$ cat config.mk
export PLATFORM = sky130hd
export DESIGN_NAME = scb_bridge_dev_flat
export DESIGN_NICKNAME = d
export VERILOG_FILES = /design/src/scb_pkg.sv /design/src/scb_link_if.sv /design/src/scb_bridge_dev.sv /design/src/flat_wrapper.sv
export SDC_FILE = /design/constraint.sdc
export NUM_CORES = 1
export LEC_CHECK = 0
export ABC_AREA = 1
export BUFFER_PORTS_ARGS = -buffer_cell sky130_fd_sc_hd__buf_4
export CAP_MARGIN = 20
export CORE_ASPECT_RATIO = 0.9
export CORE_MARGIN = 3
export CORE_UTILIZATION = 35
export CTS_BUF_LIST = sky130_fd_sc_hd__clkbuf_2
export CTS_CLUSTER_SIZE = 20
export DETAILED_ROUTE_END_ITERATION = 8
export PLACE_DENSITY_LB_ADDON = 0.08
export SLEW_MARGIN = 10
export SYNTH_ARGS = -nofsm -noshare
export SYNTH_HDL_FRONTEND = slang
export SYNTH_SLANG_ARGS = --single-unit
$ cat constraint.sdc
create_clock -name CLK -period 7.2 [get_ports CLK]
set_input_delay 0.72 -clock CLK [delete_from_list [all_inputs] [get_ports CLK]]
set_output_delay 0.72 -clock CLK [all_outputs]
set_load 0.005 [all_outputs]
$ cat src/scb_pkg.sv
// Shared constants and types of the scan chain bridge
package scb_pkg;
    localparam int ADDR_W = 8;
    localparam int DATA_W = 32;
    // Configuration-space map, byte offsets from the capability base
    localparam logic [7:0] CFG_CAP_HDR = 8'h00;
    localparam logic [7:0] CFG_VND_HDR = 8'h04;
    localparam logic [7:0] CFG_VERSION = 8'h08;
    localparam logic [7:0] CFG_SHIFT_LEN = 8'h0c;
    localparam logic [7:0] CFG_TMS = 8'h10;
    localparam logic [7:0] CFG_SCAN_DATA = 8'h14;
    localparam logic [7:0] CFG_CONTROL = 8'h18;
    localparam logic [7:0] CFG_STATUS = 8'h1c;
    // Memory-bus map, byte offsets from the assigned range
    localparam logic [7:0] MM_SHIFT_LEN = 8'h00;
    localparam logic [7:0] MM_TMS = 8'h04;
    localparam logic [7:0] MM_TDI = 8'h08;
    localparam logic [7:0] MM_TDO = 8'h0c;
    localparam logic [7:0] MM_CONTROL = 8'h10;
    localparam logic [7:0] MM_STATUS = 8'h14;
    localparam logic [7:0] MM_VERSION = 8'h18;
    // Header fields
    localparam logic [15:0] EXT_CAP_ID = 16'h000b;
    localparam logic [3:0] EXT_CAP_VER = 4'h1;
    localparam logic [11:0] CAP_STRUCT_LEN = 12'h020;
    // Control and status bit positions
    localparam int CTRL_START_BIT = 0;
    localparam int STAT_DONE_BIT = 0;
    localparam int STAT_BUSY_BIT = 1;
    localparam logic [31:0] RESET_WORD = 32'h0000_0000;
    localparam logic [5:0] MAX_SHIFT_BITS = 6'h20;
    // Scan clock timing
    localparam int CLK_PERIOD_NS = 10;
    localparam int SCAN_HALF_NS = 40;
    localparam int SCAN_HALF_CYC = SCAN_HALF_NS / CLK_PERIOD_NS;
    localparam logic [7:0] SCAN_DIV_LAST = 8'(SCAN_HALF_CYC - 1);
    // AXI responses
    localparam logic [1:0] RESP_OKAY = 2'b00;
    localparam logic [1:0] RESP_DECERR = 2'b11;
    // Register selector for writes
    typedef enum logic [2:0] {
        SEL_NONE = 3'b000,
        SEL_LEN = 3'b001,
        SEL_TMS = 3'b010,
        SEL_TDI = 3'b011,
        SEL_CTRL = 3'b100
    } scb_sel_type;
    typedef enum logic [2:0] {
        H_IDLE = 3'b000,
        H_WRITE = 3'b001,
        H_BRESP = 3'b010,
        H_RADDR = 3'b011,
        H_RDATA = 3'b100,
        H_CFG = 3'b101
    } scb_host_state_type;
endpackage

$ cat src/scb_link_if.sv
// Link between the host requester and the bridge registers
interface scb_link_if (
    input wire logic clk,
    input wire logic resetn
);
    import scb_pkg::*;
    logic [ADDR_W-1:0] awaddr;
    logic awvalid;
    logic awready;
    logic [DATA_W-1:0] wdata;
    logic [3:0] wstrb;
    logic wvalid;
    logic wready;
    logic [1:0] bresp;
    logic bvalid;
    logic bready;
    logic [ADDR_W-1:0] araddr;
    logic arvalid;
    logic arready;
    logic [DATA_W-1:0] rdata;
    logic [1:0] rresp;
    logic rvalid;
    logic rready;
    // Configuration-space access
    logic cfg_rd;
    logic cfg_wr;
    logic [ADDR_W-1:0] cfg_addr;
    logic [DATA_W-1:0] cfg_wdata;
    logic cfg_done;
    logic [DATA_W-1:0] cfg_rdata;
    modport dev (
        input awaddr, awvalid, wdata, wstrb, wvalid, bready, araddr, arvalid, rready,
        input cfg_rd, cfg_wr, cfg_addr, cfg_wdata,
        output awready, wready, bresp, bvalid, arready, rdata, rresp, rvalid,
        output cfg_done, cfg_rdata
    );
    modport host (
        output awaddr, awvalid, wdata, wstrb, wvalid, bready, araddr, arvalid, rready,
        output cfg_rd, cfg_wr, cfg_addr, cfg_wdata,
        input awready, wready, bresp, bvalid, arready, rdata, rresp, rvalid,
        input cfg_done, cfg_rdata
    );
endinterface

$ cat src/scb_bridge_dev.sv
// Scan chain bridge registers, both access variants, and shift engine
module scb_bridge_dev #(
    parameter logic [11:0] NEXT_CAP_OFFSET = 12'h000,
    parameter logic [15:0] CAP_IDENT = 16'h0a5a, // Arbitrary value
    parameter logic [3:0] CAP_REV = 4'h3, // Arbitrary value
    parameter logic [31:0] FEATURE_VERSION = 32'h0000_0001
) (
    input wire logic CLK, // System clock
    input wire logic RESETN, // Async reset, active low
    scb_link_if.dev LINK, // Host side access
    output logic SCAN_TCK, // Scan clock
    output logic SCAN_TMS, // Scan mode select
    output logic SCAN_TDI, // Scan data to chain
    input wire logic SCAN_TDO, // Scan data from chain
    output logic SCAN_ACTIVE // Shift in progress
);
    import scb_pkg::*;

    typedef struct packed {
        logic [31:0] shift_len;
        logic [31:0] tms;
        logic [31:0] tdi;
        logic [31:0] tdo;
        logic busy;
        logic done;
        logic [5:0] bit_cnt;
        logic [7:0] div_cnt;
        logic tck;
        logic tms_o;
        logic tdi_o;
        logic tdo_s1;
        logic tdo_s2;
        logic aw_rdy;
        logic w_rdy;
        logic ar_rdy;
        logic aw_got;
        logic w_got;
        logic [7:0] aw_addr;
        logic [31:0] w_data;
        logic [3:0] w_strb;
        logic bvalid;
        logic [1:0] bresp;
        logic rvalid;
        logic [1:0] rresp;
        logic [31:0] rdata;
        logic cfg_done;
        logic [31:0] cfg_rdata;
    } scb_dev_state_type;

    scb_dev_state_type s_r;
    scb_dev_state_type s_nxt;

    function automatic logic [31:0] status_word(scb_dev_state_type s);
        logic [31:0] w;
        w = RESET_WORD;
        w[STAT_DONE_BIT] = s.done;
        w[STAT_BUSY_BIT] = s.busy;
        return w;
    endfunction

    // Apply one masked register write; a start while busy is ignored
    function automatic scb_dev_state_type do_write(scb_dev_state_type s, scb_sel_type sel,
                                                   logic [31:0] d, logic [31:0] m);
        scb_dev_state_type n;
        n = s;
        case (sel)
            SEL_LEN: n.shift_len = (s.shift_len & ~m) | (d & m);
            SEL_TMS: n.tms = (s.tms & ~m) | (d & m);
            SEL_TDI: n.tdi = (s.tdi & ~m) | (d & m);
            SEL_CTRL: begin
                if (d[CTRL_START_BIT] && m[CTRL_START_BIT] && !s_r.busy) begin
                    n.busy = 1'b1;
                    n.done = 1'b0;
                    n.bit_cnt = '0;
                    n.div_cnt = '0;
                    n.tdo = RESET_WORD;
                    n.tms_o = s.tms[0];
                    n.tdi_o = s.tdi[0];
                end
            end
            default: n = s;
        endcase
        return n;
    endfunction

    always_comb begin
        logic [7:0] a;
        logic [31:0] m;
        logic [31:0] rd;
        logic hit;
        scb_sel_type sel;
        logic [5:0] eff_len;
        a = '0;
        m = '0;
        rd = '0;
        hit = 1'b0;
        sel = SEL_NONE;
        eff_len = '0;
        s_nxt = s_r;
        s_nxt.cfg_done = 1'b0;
        s_nxt.tdo_s1 = SCAN_TDO;
        s_nxt.tdo_s2 = s_r.tdo_s1;

        // Shift engine: TCK low drives bits, rising edge samples TDO
        eff_len = (s_r.shift_len > 32'(MAX_SHIFT_BITS)) ? MAX_SHIFT_BITS
                                                          : s_r.shift_len[5:0];
        if (s_r.busy) begin
            if (s_r.div_cnt == SCAN_DIV_LAST) begin
                s_nxt.div_cnt = '0;
                if (!s_r.tck) begin
                    if (s_r.bit_cnt == eff_len) begin
                        s_nxt.busy = 1'b0;
                        s_nxt.done = 1'b1;
                    end else begin
                        s_nxt.tck = 1'b1;
                        s_nxt.tdo[s_r.bit_cnt[4:0]] = s_r.tdo_s2;
                    end
                end else begin
                    s_nxt.tck = 1'b0;
                    s_nxt.bit_cnt = s_r.bit_cnt + 6'h01;
                    s_nxt.tms_o = s_r.tms[5'(s_r.bit_cnt[4:0] + 5'h01)];
                    s_nxt.tdi_o = s_r.tdi[5'(s_r.bit_cnt[4:0] + 5'h01)];
                end
            end else begin
                s_nxt.div_cnt = s_r.div_cnt + 8'h01;
            end
        end

        // AXI4-Lite write: address and data taken in either order
        if (s_r.aw_rdy && LINK.awvalid) begin
            s_nxt.aw_got = 1'b1;
            s_nxt.aw_addr = LINK.awaddr;
        end
        if (s_r.w_rdy && LINK.wvalid) begin
            s_nxt.w_got = 1'b1;
            s_nxt.w_data = LINK.wdata;
            s_nxt.w_strb = LINK.wstrb;
        end
        if (s_r.bvalid && LINK.bready) begin
            s_nxt.bvalid = 1'b0;
        end
        if (s_r.aw_got && s_r.w_got && !s_r.bvalid) begin
            a = {s_r.aw_addr[7:2], 2'b00};
            m = {{8{s_r.w_strb[3]}}, {8{s_r.w_strb[2]}}, {8{s_r.w_strb[1]}},
                 {8{s_r.w_strb[0]}}};
            hit = 1'b1;
            case (a)
                MM_SHIFT_LEN: sel = SEL_LEN;
                MM_TMS: sel = SEL_TMS;
                MM_TDI: sel = SEL_TDI;
                MM_CONTROL: sel = SEL_CTRL;
                MM_TDO, MM_STATUS, MM_VERSION: sel = SEL_NONE;
                default: hit = 1'b0;
            endcase
            s_nxt = do_write(s_nxt, sel, s_r.w_data, m);
            s_nxt.aw_got = 1'b0;
            s_nxt.w_got = 1'b0;
            s_nxt.bvalid = 1'b1;
            s_nxt.bresp = hit ? RESP_OKAY : RESP_DECERR;
        end

        // AXI4-Lite read
        if (s_r.rvalid && LINK.rready) begin
            s_nxt.rvalid = 1'b0;
        end
        if (s_r.ar_rdy && LINK.arvalid) begin
            a = {LINK.araddr[7:2], 2'b00};
            hit = 1'b1;
            case (a)
                MM_SHIFT_LEN: rd = s_r.shift_len;
                MM_TMS: rd = s_r.tms;
                MM_TDI: rd = s_r.tdi;
                MM_TDO: rd = s_r.tdo;
                MM_CONTROL: rd = RESET_WORD;
                MM_STATUS: rd = status_word(s_r);
                MM_VERSION: rd = FEATURE_VERSION;
                default: hit = 1'b0;
            endcase
            s_nxt.rvalid = 1'b1;
            s_nxt.rdata = rd;
            s_nxt.rresp = hit ? RESP_OKAY : RESP_DECERR;
        end

        // Configuration-space access, answered next cycle
        if (LINK.cfg_rd || LINK.cfg_wr) begin
            a = {LINK.cfg_addr[7:2], 2'b00};
            sel = SEL_NONE;
            case (a)
                CFG_CAP_HDR: rd = {NEXT_CAP_OFFSET, EXT_CAP_VER,
                                   EXT_CAP_ID};
                CFG_VND_HDR: rd = {CAP_STRUCT_LEN, CAP_REV,
                                   CAP_IDENT};
                CFG_VERSION: rd = FEATURE_VERSION;
                CFG_SHIFT_LEN: begin
                    rd = s_r.shift_len;
                    sel = SEL_LEN;
                end
                CFG_TMS: begin
                    rd = s_r.tms;
                    sel = SEL_TMS;
                end
                CFG_SCAN_DATA: begin
                    rd = s_r.tdo;
                    sel = SEL_TDI;
                end
                CFG_CONTROL: begin
                    rd = RESET_WORD;
                    sel = SEL_CTRL;
                end
                CFG_STATUS: rd = status_word(s_r);
                default: rd = RESET_WORD;
            endcase
            if (LINK.cfg_wr) begin
                s_nxt = do_write(s_nxt, sel, LINK.cfg_wdata, '1);
            end
            s_nxt.cfg_done = 1'b1;
            s_nxt.cfg_rdata = LINK.cfg_rd ? rd : RESET_WORD;
        end

        // Ready only while nothing is held for that channel
        s_nxt.aw_rdy = !s_nxt.aw_got && !s_nxt.bvalid;
        s_nxt.w_rdy = !s_nxt.w_got && !s_nxt.bvalid;
        s_nxt.ar_rdy = !s_nxt.rvalid;
    end

    always_ff @(posedge CLK or negedge RESETN) begin
        if (!RESETN) begin
            s_r <= '0;
        end else begin
            s_r <= s_nxt;
        end
    end

    assign LINK.awready = s_r.aw_rdy;
    assign LINK.wready = s_r.w_rdy;
    assign LINK.bvalid = s_r.bvalid;
    assign LINK.bresp = s_r.bresp;
    assign LINK.arready = s_r.ar_rdy;
    assign LINK.rvalid = s_r.rvalid;
    assign LINK.rdata = s_r.rdata;
    assign LINK.rresp = s_r.rresp;
    assign LINK.cfg_done = s_r.cfg_done;
    assign LINK.cfg_rdata = s_r.cfg_rdata;
    assign SCAN_TCK = s_r.tck;
    assign SCAN_TMS = s_r.tms_o;
    assign SCAN_TDI = s_r.tdi_o;
    assign SCAN_ACTIVE = s_r.busy;
endmodule

$ cat src/flat_wrapper.sv
// flat-port wrapper written by rule: the top's interface ports become plain ports
module scb_bridge_dev_flat import scb_pkg::*;
#(
    parameter logic [11:0] NEXT_CAP_OFFSET = 12'h000,
    parameter logic [15:0] CAP_IDENT = 16'h0a5a,                   
    parameter logic [3:0] CAP_REV = 4'h3,                   
    parameter logic [31:0] FEATURE_VERSION = 32'h0000_0001
)
  (CLK, RESETN, SCAN_TCK, SCAN_TMS, SCAN_TDI, SCAN_TDO, SCAN_ACTIVE, clk, resetn, LINK_awaddr, LINK_awvalid, LINK_wdata, LINK_wstrb, LINK_wvalid, LINK_bready, LINK_araddr, LINK_arvalid, LINK_rready, LINK_cfg_rd, LINK_cfg_wr, LINK_cfg_addr, LINK_cfg_wdata, LINK_awready, LINK_wready, LINK_bresp, LINK_bvalid, LINK_arready, LINK_rdata, LINK_rresp, LINK_rvalid, LINK_cfg_done, LINK_cfg_rdata);
  scb_link_if LINK_i (.clk(clk), .resetn(resetn));
  input wire logic CLK;
  input wire logic RESETN;
  output logic SCAN_TCK;
  output logic SCAN_TMS;
  output logic SCAN_TDI;
  input wire logic SCAN_TDO;
  output logic SCAN_ACTIVE;
  input wire logic clk;
  input wire logic resetn;
  input wire logic [$bits(LINK_i.awaddr)-1:0] LINK_awaddr;
  input wire logic [$bits(LINK_i.awvalid)-1:0] LINK_awvalid;
  input wire logic [$bits(LINK_i.wdata)-1:0] LINK_wdata;
  input wire logic [$bits(LINK_i.wstrb)-1:0] LINK_wstrb;
  input wire logic [$bits(LINK_i.wvalid)-1:0] LINK_wvalid;
  input wire logic [$bits(LINK_i.bready)-1:0] LINK_bready;
  input wire logic [$bits(LINK_i.araddr)-1:0] LINK_araddr;
  input wire logic [$bits(LINK_i.arvalid)-1:0] LINK_arvalid;
  input wire logic [$bits(LINK_i.rready)-1:0] LINK_rready;
  input wire logic [$bits(LINK_i.cfg_rd)-1:0] LINK_cfg_rd;
  input wire logic [$bits(LINK_i.cfg_wr)-1:0] LINK_cfg_wr;
  input wire logic [$bits(LINK_i.cfg_addr)-1:0] LINK_cfg_addr;
  input wire logic [$bits(LINK_i.cfg_wdata)-1:0] LINK_cfg_wdata;
  output wire logic [$bits(LINK_i.awready)-1:0] LINK_awready;
  output wire logic [$bits(LINK_i.wready)-1:0] LINK_wready;
  output wire logic [$bits(LINK_i.bresp)-1:0] LINK_bresp;
  output wire logic [$bits(LINK_i.bvalid)-1:0] LINK_bvalid;
  output wire logic [$bits(LINK_i.arready)-1:0] LINK_arready;
  output wire logic [$bits(LINK_i.rdata)-1:0] LINK_rdata;
  output wire logic [$bits(LINK_i.rresp)-1:0] LINK_rresp;
  output wire logic [$bits(LINK_i.rvalid)-1:0] LINK_rvalid;
  output wire logic [$bits(LINK_i.cfg_done)-1:0] LINK_cfg_done;
  output wire logic [$bits(LINK_i.cfg_rdata)-1:0] LINK_cfg_rdata;
  assign LINK_i.awaddr = LINK_awaddr;
  assign LINK_i.awvalid = LINK_awvalid;
  assign LINK_i.wdata = LINK_wdata;
  assign LINK_i.wstrb = LINK_wstrb;
  assign LINK_i.wvalid = LINK_wvalid;
  assign LINK_i.bready = LINK_bready;
  assign LINK_i.araddr = LINK_araddr;
  assign LINK_i.arvalid = LINK_arvalid;
  assign LINK_i.rready = LINK_rready;
  assign LINK_i.cfg_rd = LINK_cfg_rd;
  assign LINK_i.cfg_wr = LINK_cfg_wr;
  assign LINK_i.cfg_addr = LINK_cfg_addr;
  assign LINK_i.cfg_wdata = LINK_cfg_wdata;
  assign LINK_awready = LINK_i.awready;
  assign LINK_wready = LINK_i.wready;
  assign LINK_bresp = LINK_i.bresp;
  assign LINK_bvalid = LINK_i.bvalid;
  assign LINK_arready = LINK_i.arready;
  assign LINK_rdata = LINK_i.rdata;
  assign LINK_rresp = LINK_i.rresp;
  assign LINK_rvalid = LINK_i.rvalid;
  assign LINK_cfg_done = LINK_i.cfg_done;
  assign LINK_cfg_rdata = LINK_i.cfg_rdata;
  scb_bridge_dev #(.NEXT_CAP_OFFSET(NEXT_CAP_OFFSET), .CAP_IDENT(CAP_IDENT), .CAP_REV(CAP_REV), .FEATURE_VERSION(FEATURE_VERSION)) u_core (.CLK(CLK), .RESETN(RESETN), .LINK(LINK_i), .SCAN_TCK(SCAN_TCK), .SCAN_TMS(SCAN_TMS), .SCAN_TDI(SCAN_TDI), .SCAN_TDO(SCAN_TDO), .SCAN_ACTIVE(SCAN_ACTIVE));
endmodule
==> out/qor.txt <==
Fin crit share: 0.429
Largest net degree at the start of global routing: 78
Worst-path cell chain: inv_1 > nand3_1 > inv_1 > nand2_1 > clkinv_1 > nand2_1 > nor4_1 > nor2_4 > inv_2 > nor3b_1
Estimated wirelength of the detail-placed design: 39.1 mm
H-tree levels: 3
TritonCTS Buffers: 77
Synthesized area per cell: 7.33 um^2
Number of global-route vias before repair: 13834
Fraction of final layout cells with drive strength greater than 1: 0.147
Die area: 45400 um^2
Die extent in x: 224 um
Fin. max-slew vios: 0
Hold Vio Cnt, Final: 0
Synth async-reset ratio: 1.00
Yosys cell types: 38
Internal: 0.00284 W
Max reg flops: 189
Final nets: 2347
Reg with most FFs: u_core.s_r
FF-to-FF path depth: 10
Iteration-0 DRC count of the detailed router: 1562
Pleak: 9.21 nW
Clock Path Buffers: 3
Worst Path Required: 8070 ps
Clk_skew: 83.2 ps
Non-filler instance count after layout: 2840
Power share of the combinational group: 0.296
Startpoint Class: register
Syn nets: 2156
Die Y: 202 um
Max-slew headroom: 0.318
DRC Markers: 0
RSZ-0062 raised after global routing: no
Cell taking the most area after synthesis: dfrtp_1
Row count: 71
IO Count: 182
Max-Cap Viols: 0
First-pass GRT wire length: 85.8 mm
Worst VDD drop: 0.154 mV
Hold/Removal Path Class: input pin to register
Final setup fails: 0
Crit-path max FO: 34
Clock Latency Late Sink: 1020 ps
Seq pwr share: 0.453
Synth top area share: 0.442
Root Buffer Master: clkbuf_2
Slowest library cell on the worst path: nor2_4
CTS Sinks: 265
Total grt overflow: 0
Vias: 14819
Crit end category: register
Initial core utilization: 0.357
CP peak stage delay: 750 ps
Worst-path clk slew: 100 ps
Core Area: 42000 um^2
Fin crit period: 3090 ps
Sequential fraction of the synthesis area: 0.442
Switching Share: 0.395
Cts-stage hold buffer count: 83
Syn Std Cell Area: 15000 um^2
Synth Flop Type: dfrtp_1
Post-CTS setup buffers: 0
Routed Wire Length: 57.1 mm
Post-synth EDFFs: 0
Max Clock Freq: 324 MHz
Most numerous cell in the Yosys netlist: nand2_1
CTS tree: built
Clk network pwr share: 0.251
P_sw: 0.00186 W
Gr usage total: 0.249
Initial antenna violation count: 2
Power per Cell Area: 263 nW/um^2
Synthesized flop and latch total: 265
Initial DRT Pass Iterations: 5
Fin util: 0.424
Syn Inst Count: 2047
Dpl cells: 2622
Slew @ Worst Pin: 1020 ps
# port buffers: 173
Top post-synthesis cells by count: nand2_1, inv_1, dfrtp_1
Total Neg Setup Slack: 0 ps
Routability cong.: 0.898
Post-CTS Resized: 0
DR vias/cell: 5.22
Area grow syn2layout: 18.8%
Area contributors post-synth: dfrtp_1, nand2_1, inv_1, o22ai_1, o21ai_0
Worst Hold Depth: 3
Arr. time, crit path: 3960 ps
Post-route ant nets: 0
Outcome: finished clean
WL/cell: 20.1 um
Yosys synthesis warning count: 0
Worst setup path class: register to register
Layout fillers: 4437
==> cells in the final DEF (no fill, tap or decap), drive strengths merged, types with 2 or more instances in the layout <==
| cell | n |
|---|---|
| diode | 3 |
| o22ai | 157 |
| nor4 | 2 |
| a31oi | 2 |
| o221ai | 8 |
| inv | 329 |
| o21ai | 204 |
| clkinv | 40 |
| nand4 | 51 |
| buf | 199 |
| a211oi | 8 |
| dlygate4sd3 | 83 |
| ha | 5 |
| a21oi | 68 |
| clkbuf | 110 |
| clkinvlp | 2 |
| nand2 | 447 |
| dfrtp | 265 |
| bufinv | 2 |
| nand3 | 117 |
| nor2 | 142 |
| nor3 | 8 |
| xor2 | 6 |
| o211ai | 27 |
==> worst max-delay path: cells and delay by family, from the launching register on <==
family | cells | cell delay [ps]
DFF | 1 | 360
and+or+nand+nor | 6 | 1840
buffers and inverters | 4 | 730
==> power by group through the flow <==
stage | clock [W] | combinational [W] | sequential, W
3_5_place_dp | 0 | 0.00132 | 0.00215
6_report | 0.00118 | 0.00139 | 0.00213
3_3_place_gp | 0 | 0.00130 | 0.00214
4_1_cts | 0.00122 | 0.00137 | 0.00212
5_1_grt | 0.00130 | 0.00157 | 0.00217
2_1_floorplan | 0 | 0.000901 | 0.00205
==> worst paths after layout <==
path,start,endpoint,slack [ps]
min reg2reg,u_core.s_r[121]$_DFF_PN0_,u_core.s_r[120]$_DFF_PN0_,360
max in group asynchronous,RESETN,u_core.s_r[76]$_DFFE_PN0P_,5520
max,u_core.LINK.bvalid$_DFF_PN0_,u_core.s_r[129]$_DFF_PN0_,4110
min in group asynchronous,RESETN,u_core.s_r[135]$_DFF_PN0_,280
min,LINK_cfg_rd,u_core.LINK.cfg_rdata[1]$_DFFE_PN0N_,120
max reg2reg,u_core.LINK.bvalid$_DFF_PN0_,u_core.s_r[129]$_DFF_PN0_,4110
==> layer usage <==
layer	part of all wire	GRT usage	up-vias	wire length [um]
li1	-	-	7049	-
met1	0.47	0.371	7077	27100
met2	0.43	0.365	595	24400
met3	0.074	0.0498	98	4230
met4	0.025	0.0706	0	1400
met5	0	0	-	0
==> stage by stage <==
stage	setup WS [ps]	instance area, um^2	hold slack [ps]	power, W
final	4110	17800	122	0.00469
after global routing	3820	17800	26.4	0.00503
after CTS	4090	17800	41.4	0.00471
after detailed placement	3750	16300	336	0.00347
after global placement	3800	16200	344	0.00344
after floorplan	4730	15000	331	0.00295
==> kinds of logic after synthesis <==
family,after synthesis,synth area share
AO/OA/AOI/OAI,478,0.181
XOR/XNOR,7,0.00409
multiplexers,1,0.000751
flip-flops,265,0.442
AND/OR/NAND/NOR,769,0.216
adder cells (fa/ha/maj),5,0.00417
buffers and inverters,522,0.152
==> area by class of cell <==
type                    instances  area (um^2)  share of cell area
multi-input cells            1260         6120               0.343
diodes                          3         7.51            0.000421
clock inverters                21          139             0.00780
inverters                     352         1320              0.0742
clock buffers                 110          551              0.0309
repair buffers                282         2360               0.133
well taps                     547          684              0.0384
flip-flops and latches        265         6630               0.372
No activity file was read; power rests on OpenSTA's default activity.
